$ cat src/ext_irq_pkg.sv
// Constants shared by the extended interrupt mask and priority block
package ext_irq_pkg;

  // Register indices; byte address is four times the index
  localparam logic [7:0] ENABLE_A_IDX = 8'he6;
  localparam logic [7:0] ENABLE_B_IDX = 8'he7;
  localparam logic [7:0] PRIO_A_IDX = 8'hf6;
  localparam logic [7:0] RAW_STAT_IDX = 8'he8;
  localparam logic [7:0] REQ_STAT_IDX = 8'he9;
  localparam int ADDR_SHIFT = 2;
  localparam int IDX_W = 8;

  // Register layout
  localparam int REG_W = 8;
  localparam logic [7:0] REG_RESET = 8'h00;
  localparam logic [7:0] ENABLE_A_WMASK = 8'hfd;
  localparam logic [7:0] ENABLE_B_WMASK = 8'h3f;
  localparam logic [7:0] PRIO_A_WMASK = 8'hfd;

  // Source numbering in the request vector
  localparam int NUM_SRC = 12;
  localparam int SRC_SMBUS_A = 0;
  localparam int SRC_WINDOW = 2;
  localparam int SRC_CONV = 3;
  localparam int SRC_PCA = 4;
  localparam int SRC_CMP_A = 5;
  localparam int SRC_CMP_B = 6;
  localparam int SRC_TIMER3 = 7;
  localparam int SRC_EXT = 8;
  localparam int SRC_UART_B = 9;
  localparam int SRC_SMBUS_B = 10;
  localparam int SRC_TIMER4 = 11;
  localparam int SRC_TIMER5 = 1;

  // Bit positions inside the second enable register
  localparam int EB_EXT = 0;
  localparam int EB_UART_B = 1;
  localparam int EB_SMBUS_B = 3;
  localparam int EB_TIMER4 = 4;
  localparam int EB_TIMER5 = 5;

  // Bus encodings
  localparam logic [1:0] HTRANS_NONSEQ = 2'h2;
  localparam logic HRESP_OKAY = 1'h0;

endpackage : ext_irq_pkg

$ cat src/ext_irq_mask_prio.sv
// Extended interrupt mask and priority logic with an AHB-Lite register port
// Function
// - Enable A bit 7 gates timer three
// - Enable A bit 6 gates comparator B
// - Enable A bit 5 gates comparator A
// - Enable A bit 4 gates counter array
// - Enable A bit 3 gates conversion done
// - Enable A bit 2 gates window compare
// - Bit 1 reserved, reads zero, write zero
// - Enable A bit 0 gates SMBus A
// - Priority bits 7..5 rank timer, comparators
// - Priority bits 4,3,2,0 rank counter array, conversion done, window compare, SMBus A
// - Enable B bits 7:6 read zero, ignored
// - Enable B bit 5 gates timer five
// - Enable B bit 4 gates timer four
// - Enable B bit 3 gates SMBus B
// - Enable B bit 1 gates UART B
// - Enable B bit 0 gates external level
// - Registers at E6, E7, F6 always
`timescale 1ns/100ps
module ext_irq_mask_prio
  import ext_irq_pkg::*;
(
  input wire logic REF_CLK_IN,
  input wire logic RESET_N_IN,
  input wire logic HSEL_IN,
  input wire logic [31:0] HADDR_IN,
  input wire logic [1:0] HTRANS_IN,
  input wire logic HWRITE_IN,
  input wire logic [2:0] HSIZE_IN,
  input wire logic [31:0] HWDATA_IN,
  input wire logic HREADY_IN,
  output logic [31:0] HRDATA_OUT,
  output logic HREADYOUT_OUT,
  output logic HRESP_OUT,
  input wire logic TIMER_THREE_LOW_OVF_IN,
  input wire logic TIMER_THREE_HIGH_OVF_IN,
  input wire logic TIMER_FOUR_LOW_OVF_IN,
  input wire logic TIMER_FOUR_HIGH_OVF_IN,
  input wire logic TIMER_FIVE_LOW_OVF_IN,
  input wire logic TIMER_FIVE_HIGH_OVF_IN,
  input wire logic COMPARATOR_A_RISE_FLAG_IN,
  input wire logic COMPARATOR_A_FALL_FLAG_IN,
  input wire logic COMPARATOR_B_RISE_FLAG_IN,
  input wire logic COMPARATOR_B_FALL_FLAG_IN,
  input wire logic COUNTER_ARRAY_IRQ_IN,
  input wire logic CONV_DONE_FLAG_IN,
  input wire logic WINDOW_CMP_FLAG_IN,
  input wire logic SMBUS_A_IRQ_IN,
  input wire logic SMBUS_B_IRQ_IN,
  input wire logic UART_B_IRQ_IN,
  input wire logic EXT_LEVEL_INPUT_IN,
  output logic [NUM_SRC-1:0] IRQ_REQ_OUT,
  output logic [NUM_SRC-1:0] IRQ_HIGH_OUT,
  output logic IRQ_ANY_HIGH_OUT,
  output logic IRQ_ANY_LOW_OUT
);

  logic [REG_W-1:0] enable_a_ff;
  logic [REG_W-1:0] enable_b_ff;
  logic [REG_W-1:0] prio_a_ff;
  logic [REG_W-1:0] nxt_enable_a;
  logic [REG_W-1:0] nxt_enable_b;
  logic [REG_W-1:0] nxt_prio_a;
  logic wr_pend_ff;
  logic [IDX_W-1:0] wr_idx_ff;
  logic [31:0] rdata_ff;
  logic ext_meta_ff;
  logic ext_sync_ff;
  logic [NUM_SRC-1:0] src_w;
  logic [NUM_SRC-1:0] en_w;
  logic [NUM_SRC-1:0] prio_w;
  logic [NUM_SRC-1:0] req_ff;
  logic [NUM_SRC-1:0] high_ff;
  logic any_high_ff;
  logic any_low_ff;
  logic addr_phase_w;
  logic [IDX_W-1:0] addr_idx_w;
  wire logic [NUM_SRC-1:0] gated_w;
  wire logic [NUM_SRC-1:0] ranked_w;

  // Word index out of a byte address; bits above the index are ignored
  function automatic logic [IDX_W-1:0] word_idx(input logic [31:0] addr);
    word_idx = addr[IDX_W+ADDR_SHIFT-1:ADDR_SHIFT];
  endfunction : word_idx

  // Read view of a register index; unmapped indices read zero
  function automatic logic [REG_W-1:0] read_view(
    input logic [IDX_W-1:0] idx,
    input logic [REG_W-1:0] ea,
    input logic [REG_W-1:0] eb,
    input logic [REG_W-1:0] pa,
    input logic [15:0] raw,
    input logic [15:0] req
  );
    case (idx)
      ENABLE_A_IDX: read_view = ea;
      ENABLE_B_IDX: read_view = eb;
      PRIO_A_IDX: read_view = pa;
      RAW_STAT_IDX: read_view = raw[REG_W-1:0];
      REQ_STAT_IDX: read_view = req[REG_W-1:0];
      default: read_view = REG_RESET;
    endcase
  endfunction : read_view

  // Valid transfer offered to this slave in the address phase
  assign addr_phase_w = HSEL_IN && HREADY_IN && (HTRANS_IN == HTRANS_NONSEQ);
  assign addr_idx_w = word_idx(HADDR_IN);

  // Address phase capture for the write that follows
  always_ff @(posedge REF_CLK_IN or negedge RESET_N_IN) begin
    if (!RESET_N_IN) begin
      wr_pend_ff <= 1'b0;
      wr_idx_ff <= '0;
    end else if (HREADY_IN) begin
      wr_pend_ff <= addr_phase_w && HWRITE_IN;
      wr_idx_ff <= addr_idx_w;
    end
  end

  // Next register values; reserved bit 1 and enable B bits 7:6 are masked off, unused enable B bit 2 is kept
  always_comb begin
    nxt_enable_a = enable_a_ff;
    nxt_enable_b = enable_b_ff;
    nxt_prio_a = prio_a_ff;
    if (wr_pend_ff) begin
      case (wr_idx_ff)
        ENABLE_A_IDX: nxt_enable_a = HWDATA_IN[REG_W-1:0] & ENABLE_A_WMASK;
        ENABLE_B_IDX: nxt_enable_b = HWDATA_IN[REG_W-1:0] & ENABLE_B_WMASK;
        PRIO_A_IDX: nxt_prio_a = HWDATA_IN[REG_W-1:0] & PRIO_A_WMASK;
        default: nxt_enable_a = enable_a_ff;
      endcase
    end
  end

  // Register storage; no page select exists, so every access hits them
  always_ff @(posedge REF_CLK_IN or negedge RESET_N_IN) begin
    if (!RESET_N_IN) begin
      enable_a_ff <= REG_RESET;
      enable_b_ff <= REG_RESET;
      prio_a_ff <= REG_RESET;
    end else begin
      enable_a_ff <= nxt_enable_a;
      enable_b_ff <= nxt_enable_b;
      prio_a_ff <= nxt_prio_a;
    end
  end

  // Read data registered at the address phase, forwarding a write in flight
  always_ff @(posedge REF_CLK_IN or negedge RESET_N_IN) begin
    if (!RESET_N_IN) begin
      rdata_ff <= '0;
    end else if (addr_phase_w && !HWRITE_IN) begin
      rdata_ff <= {24'h000000, read_view(addr_idx_w, nxt_enable_a, nxt_enable_b,
        nxt_prio_a, {4'h0, src_w}, {4'h0, req_ff})};
    end
  end

  // Zero wait states and OKAY only, so both are constant flops
  always_ff @(posedge REF_CLK_IN or negedge RESET_N_IN) begin
    if (!RESET_N_IN) begin
      HREADYOUT_OUT <= 1'b1;
      HRESP_OUT <= HRESP_OKAY;
    end else begin
      HREADYOUT_OUT <= 1'b1;
      HRESP_OUT <= HRESP_OKAY;
    end
  end
  assign HRDATA_OUT = rdata_ff;

  // External level input comes from a pin, so it is synchronised first
  always_ff @(posedge REF_CLK_IN or negedge RESET_N_IN) begin
    if (!RESET_N_IN) begin
      ext_meta_ff <= 1'b0;
      ext_sync_ff <= 1'b0;
    end else begin
      ext_meta_ff <= EXT_LEVEL_INPUT_IN;
      ext_sync_ff <= ext_meta_ff;
    end
  end

  // Source requests; flags stay owned and cleared by their peripherals
  always_comb begin
    src_w = '0;
    src_w[SRC_TIMER3] = TIMER_THREE_LOW_OVF_IN | TIMER_THREE_HIGH_OVF_IN;
    src_w[SRC_CMP_B] = COMPARATOR_B_RISE_FLAG_IN | COMPARATOR_B_FALL_FLAG_IN;
    src_w[SRC_CMP_A] = COMPARATOR_A_RISE_FLAG_IN | COMPARATOR_A_FALL_FLAG_IN;
    src_w[SRC_PCA] = COUNTER_ARRAY_IRQ_IN;
    src_w[SRC_CONV] = CONV_DONE_FLAG_IN;
    src_w[SRC_WINDOW] = WINDOW_CMP_FLAG_IN;
    src_w[SRC_SMBUS_A] = SMBUS_A_IRQ_IN;
    src_w[SRC_TIMER5] = TIMER_FIVE_LOW_OVF_IN | TIMER_FIVE_HIGH_OVF_IN;
    src_w[SRC_TIMER4] = TIMER_FOUR_LOW_OVF_IN | TIMER_FOUR_HIGH_OVF_IN;
    src_w[SRC_SMBUS_B] = SMBUS_B_IRQ_IN;
    src_w[SRC_UART_B] = UART_B_IRQ_IN;
    src_w[SRC_EXT] = ext_sync_ff;
  end

  // Enable and priority per source; enable A bits line up with sources
  always_comb begin
    en_w = '0;
    prio_w = '0;
    en_w[SRC_TIMER3:SRC_SMBUS_A] = enable_a_ff;
    en_w[SRC_TIMER5] = enable_b_ff[EB_TIMER5];
    en_w[SRC_TIMER4] = enable_b_ff[EB_TIMER4];
    en_w[SRC_SMBUS_B] = enable_b_ff[EB_SMBUS_B];
    en_w[SRC_UART_B] = enable_b_ff[EB_UART_B];
    en_w[SRC_EXT] = enable_b_ff[EB_EXT];
    // Sources without a priority bit here always rank low
    prio_w[SRC_TIMER3:SRC_SMBUS_A] = prio_a_ff;
  end

  // Gating terms per source; nets, so each pass drives its own bit only
  generate
    for (genvar i = 0; i < NUM_SRC; i++) begin : g_src
      assign gated_w[i] = src_w[i] & en_w[i];
      assign ranked_w[i] = src_w[i] & en_w[i] & prio_w[i];
    end
  endgenerate

  // Gated request and rank flops; one process keeps a single driver per vector
  always_ff @(posedge REF_CLK_IN or negedge RESET_N_IN) begin
    if (!RESET_N_IN) begin
      req_ff <= '0;
      high_ff <= '0;
    end else begin
      req_ff <= gated_w;
      high_ff <= ranked_w;
    end
  end

  // Summary lines for the sequencer's two priority levels
  always_ff @(posedge REF_CLK_IN or negedge RESET_N_IN) begin
    if (!RESET_N_IN) begin
      any_high_ff <= 1'b0;
      any_low_ff <= 1'b0;
    end else begin
      any_high_ff <= |(src_w & en_w & prio_w);
      any_low_ff <= |(src_w & en_w & ~prio_w);
    end
  end

  assign IRQ_REQ_OUT = req_ff;
  assign IRQ_HIGH_OUT = high_ff;
  assign IRQ_ANY_HIGH_OUT = any_high_ff;
  assign IRQ_ANY_LOW_OUT = any_low_ff;
endmodule : ext_irq_mask_prio

$ cat config.mk
export PLATFORM = sky130hd
export DESIGN_NAME = ext_irq_mask_prio
export DESIGN_NICKNAME = d
export VERILOG_FILES = /design/src/ext_irq_pkg.sv /design/src/ext_irq_mask_prio.sv
export SDC_FILE = /design/constraint.sdc
export NUM_CORES = 1
export LEC_CHECK = 0
export BUFFER_PORTS_ARGS = -buffer_cell sky130_fd_sc_hd__buf_2
export CORE_UTILIZATION = 30
export CTS_BUF_LIST = sky130_fd_sc_hd__clkbuf_8
export DETAILED_ROUTE_END_ITERATION = 7
export PLACE_DENSITY = 0.55
export SLEW_MARGIN = 15
export SYNTH_ARGS = -nofsm -noshare
export SYNTH_HDL_FRONTEND = slang
export SYNTH_SLANG_ARGS = --single-unit
$ cat constraint.sdc
create_clock -name REF_CLK_IN -period 2.5 [get_ports REF_CLK_IN]
set_input_delay 0.25 -clock REF_CLK_IN [delete_from_list [all_inputs] [get_ports REF_CLK_IN]]
set_output_delay 0.25 -clock REF_CLK_IN [all_outputs]
set_load 0.005 [all_outputs]
# After elaboration in Yosys (flattened, before gate mapping)
# Index checks and enable logic that the tools add are counted.
[classes] n_eq_ne=9 muxes=7 bitwise=29 reduce_logical=7
[op_table] cell="$eq 8x8->1 const B" n=8
[op_table] cell="$mux 8" n=6
[op_table] cell="$pmux 8 s5" n=1
[op_table] cell="$and 12x12->12" n=2
[op_table] cell="$reduce_or 12->1" n=2
[op_table] cell="$and 1x1->1" n=20
[op_table] cell="$and 12x8->12" n=1
[op_table] cell="$not 8->12" n=1
[op_table] cell="$or 1x1->1" n=5
[op_table] cell="$logic_and 1x1->1" n=4
[op_table] cell="$eq 2x2->1 const B" n=1
[op_table] cell="$logic_not 1->1" n=1
[word_totals] reg_bits=65 input_bits=91 output_inout_bits=60 word_cells=64

# Longest topological paths before layout
[logic_depth] ltp_word=4 depth_mapped=7

# Worst setup path after synthesis
# OpenSTA, ideal clock, no wires.
[synth_path] kind="reg-to-reg" start="reg wr_idx_ff[0]" end="reg rdata_ff[6] (netlist: HRDATA_OUT[6])" setup_ns=0.121 t_arrival_ns=1.609 path_slack_ns=0.770 path_stages_with_launch=6 synth_period_minus_slack_ns=1.730 cell_sequence="dfrtp_1 and4b_2 nand3_4 mux2_4 a221o_1 a22o_1"
[synth_between] elab_chain_cells=4 elab_cells_between_ends=10 classes_between="3 x eq/ne; 7 x mux"
[synth_lines] element="start: declaration" line="ext_irq_mask_prio.sv:66" rtl="logic [IDX_W-1:0] wr_idx_ff;"
[synth_lines] element="start signal: assignment" line="ext_irq_mask_prio.sv:117" rtl="wr_idx_ff <= addr_idx_w;"
[synth_lines] element="$eq 8x8->1" line="ext_irq_mask_prio.sv:127" rtl="case (wr_idx_ff)"
[synth_lines] element="$mux 8" line="ext_irq_mask_prio.sv:127"
[synth_lines] element="$mux 8" line="ext_irq_mask_prio.sv:126" rtl="if (wr_pend_ff) begin"
[synth_lines] element="named net nxt_prio_a[6]" line="ext_irq_mask_prio.sv:64" rtl="logic [REG_W-1:0] nxt_prio_a;"
[synth_lines] element="$pmux 8 s5" line="ext_irq_mask_prio.sv:96" rtl="case (idx)"
[synth_lines] element="end signal: assignment" line="ext_irq_mask_prio.sv:154" rtl="rdata_ff <= {24'h000000, read_view(addr_idx_w, nxt_enable_a, nxt_enable_b,"
[synth_lines] element="end: declaration" line="ext_irq_mask_prio.sv:67" rtl="logic [31:0] rdata_ff;"
# The timed path passes the listed nets, and every way through them passes these cells.
# A chain may end at the register's enable or synchronous reset.

# Worst setup path after layout
[layout_path] start="reg wr_idx_ff[3]" end="reg rdata_ff[7] (netlist: HRDATA_OUT[7])"
# The elaborated chain is that of the path after synthesis.

==> impl_metrics.json <==
{
  "status": "finished clean",
  "final_cell_mix": "buf_2, dfrtp_1, nand2_1",
  "critPathKind": "flop to flop",
  "yosys-mux-area-fraction_pct": 9.944,
  "antenna_found_initial": 0,
  "gp_congestion": 0.7684,
  "routed-via-count": 2338,
  "place_area_mm2": 0.003533,
  "grt_overflow": 0,
  "dp_worst_setup_slack_ns": 0.5246,
  "cp_max_fo": 15,
  "grt_pass1_vias": 2300,
  "dr.first_iter.drc_count": 119,
  "postCtsHoldBufs": 1,
  "clock_skew_ns": 0.008009,
  "ys_types": 45,
  "post_cts_buffers": 0,
  "std_cell_rows": 36,
  "p_seq_share_pct": 48.8,
  "nFillCells": 1013,
  "io_pins": 151,
  "utilization_pct": 37.81,
  "intPower_mw": 1.771,
  "synth_area_mm2": 0.003133,
  "switchingPower_uw": 535.2,
  "start_util_pct": 31.47,
  "cts_root_buffer": "clkbuf_8",
  "dieWidth_um": 104.2,
  "cp-start-kind": "flop",
  "cts_resized": 0,
  "ys_ff_latch": 65,
  "dpl.cell_count": 484,
  "num_antenna_cells": 0,
  "cp.required_ns": 2.73,
  "layout.nets": 454,
  "grt_max_degree": 28,
  "ir_drop_mv": 0.2639,
  "period_needed_ns": 1.996,
  "maxSlewViolCount": 0,
  "wirelength_mm": 7.407,
  "finalHoldViolCount": 0,
  "hp-class": "input pin to flop",
  "dieArea_mm2": 0.01086,
  "fin_setup_tns_ns": 0,
  "yosys.area_share.simple_pct": 18.09,
  "coreArea_mm2": 0.009955,
  "hpwlAfterDp_mm": 5.270,
  "p_leak_nw": 1.807,
  "drc": 0,
  "synth_cells": 287,
  "pwr-share-clk_pct": 42.7,
  "grt_pass1_wl_mm": 11.89,
  "synth-xor-area-share_pct": 0,
  "synth-compound-area-share_pct": 10.26,
  "stdcell_count": 501,
  "final_common_cell": "buf_2",
  "clk-insertion-delay-late_ns": 0.34,
  "clock_path_buffers": 2,
  "arrival_ns": 2.22,
  "track_usage_pct": 14.26,
  "cts_inserted_buffers": 9,
  "synth_top_family_by_area": "simple AND/OR/NAND/NOR gates",
  "fmaxAchievable_mhz": 501.0,
  "synthToLayoutAreaGrowth_pct": 20.13,
  "ys_warn_count": 0,
  "setup_viol": 0,
  "max-slew-margin-rel_pct": 59.52,
  "viasPerCell": 4.667,
  "worst_setup_path_end_kind": "flop",
  "ant_nets": 0,
  "tightestPinTransition_ns": 0.6072,
  "tritoncts": "yes",
  "yosysSeqAreaShare_pct": 51.92,
  "clock-sinks": 65,
  "portBuffers": 69,
  "swShare_pct": 23.20,
  "fin_area_mm2": 0.003764,
  "synthAdderAreaFrac_pct": 0,
  "dieHeight_um": 104.2,
  "drive_above_1_share_pct": 33.70,
  "finalCritPeriodShare_pct": 79.84,
  "comb_power_share_pct": 8.5,
  "wire_per_inst_um": 14.78,
  "htreeDepth": 3,
  "setup_slack_ns": 0.5039,
  "power.density_mw_per_mm2": 612.8,
  "rsz0062_at_grt": "false",
  "clkTransAtPathRegs_ns": 0.07,
  "drt-pass1-iter-count": 4,
  "postSynthAreaPerCell_um2": 10.92,
  "cap_viol_max_count": 0
}
[stage by stage]
| step | total power, mW | hold WS [ns] |
|---|---|---|
| 6_report | 2.306 | 0.02165 |
| 5_1_grt | 2.404 | 0.006742 |
| 4_1_cts | 2.338 | 0.005937 |
| 3_5_place_dp | 1.343 | 0.2971 |
| 3_3_place_gp | 1.339 | 0.2896 |
| 2_1_floorplan | 1.269 | -0.04559 |
[synthesized netlist by cell type (all sizes together)]
cell type	instances	area, um^2
dfrtp	65	1627
buf	35	250.2
nand2	31	116.4
mux2	27	311.5
nand3	16	92.59
and2	12	75.07
and3	10	62.56
inv	8	30.03
a22oi	7	52.55
o21ai	7	35.03
a21oi	6	30.03
a31oi	6	37.54
nor2	6	22.52
clkbuf	5	18.77
a22o	4	35.03
nor2b	4	25.02
o21a	4	30.03
and4b	3	32.53
nand3b	3	26.27
a21o	2	15.01
a221o	2	20.02
a32o	2	20.02
conb	2	7.510
nand2b	2	12.51
nor3	2	15.01
o22ai	2	12.51
or3b	2	17.52
a211oi	1	7.510
and3b	1	8.760
and4bb	1	12.51
nand4	1	6.260
nand4b	1	8.760
nand4bb	1	11.26
nor3b	1	7.510
nor4	1	6.260
o211a	1	10.01
o211ai	1	7.510
o31a	1	8.760
or4	1	7.510
[registers in the layout, indices dropped and copies added (netlist names), 8 cells and up]
| name | cells |
|---|---|
| enable_a_ff | 8 |
| IRQ_HIGH_OUT | 8 |
| IRQ_REQ_OUT | 12 |
| prio_a_ff | 8 |
| HRDATA_OUT | 8 |
| enable_b_ff | 8 |
| wr_idx_ff | 8 |
[logic make-up after synthesis]
kind of cell,count (synthesis)
buffers and inverters,48
AND/OR/NAND/NOR,99
multiplexers,27
other,2
flip-flops,65
AO/OA/AOI/OAI,46
[final timing paths]
path	cells past startpoint	slack, ns	end	startpoint
min reg2reg	0	0.34	ext_sync_ff$_DFF_PN0_	ext_meta_ff$_DFF_PN0_
max in group asynchronous	3	1.31	prio_a_ff[7]$_DFF_PN0_	RESET_N_IN
min	1	0.02	ext_meta_ff$_DFF_PN0_	EXT_LEVEL_INPUT_IN
max reg2reg	5	0.50	HRDATA_OUT[7]$_DFFE_PN0P_	wr_idx_ff[3]$_DFFE_PN0P_
max	5	0.50	HRDATA_OUT[7]$_DFFE_PN0P_	wr_idx_ff[3]$_DFFE_PN0P_
min in group asynchronous	2	0.45	IRQ_REQ_OUT[11]$_DFF_PN0_	RESET_N_IN
[per-layer routing]
metal  GRT usage (%)  part of all wire (%)  vias to the layer above
li1                -                     -                     1108
met1           19.22                    46                     1117
met2           22.52                    47                      106
met3           2.506                   6.2                        7
met4           6.122                   1.3                        0
met5               0                     0                        -
[layout make-up]
cell class / count / area (um^2) / area share [%]
clock inverters: 6 / 82.58 / 2.194
inverters: 8 / 30.03 / 0.7979
multi-input cells: 202 / 1313 / 34.87
well taps: 133 / 166.4 / 4.422
repair buffers: 77 / 407.9 / 10.84
flip-flops and latches: 65 / 1627 / 43.22
clock buffers: 10 / 137.6 / 3.657
[power groups by stage]
stage | combinational (mW) | clock, mW | sequential, mW
floorplan | 0.128 | 0 | 1.14
global placement | 0.196 | 0 | 1.14
detailed placement | 0.198 | 0 | 1.15
CTS | 0.200 | 1.01 | 1.12
global route | 0.222 | 1.05 | 1.13
finish | 0.196 | 0.985 | 1.13
[worst max-delay path, cell delays in order (launching register included)]
cell and delay [ns]:
dfrtp_1 0.37, and4b_2 0.37, nand3_4 0.24, mux2_4 0.38
a221o_1 0.32, a22o_1 0.19
Note: power is estimated with default switching activity, not from simulation.
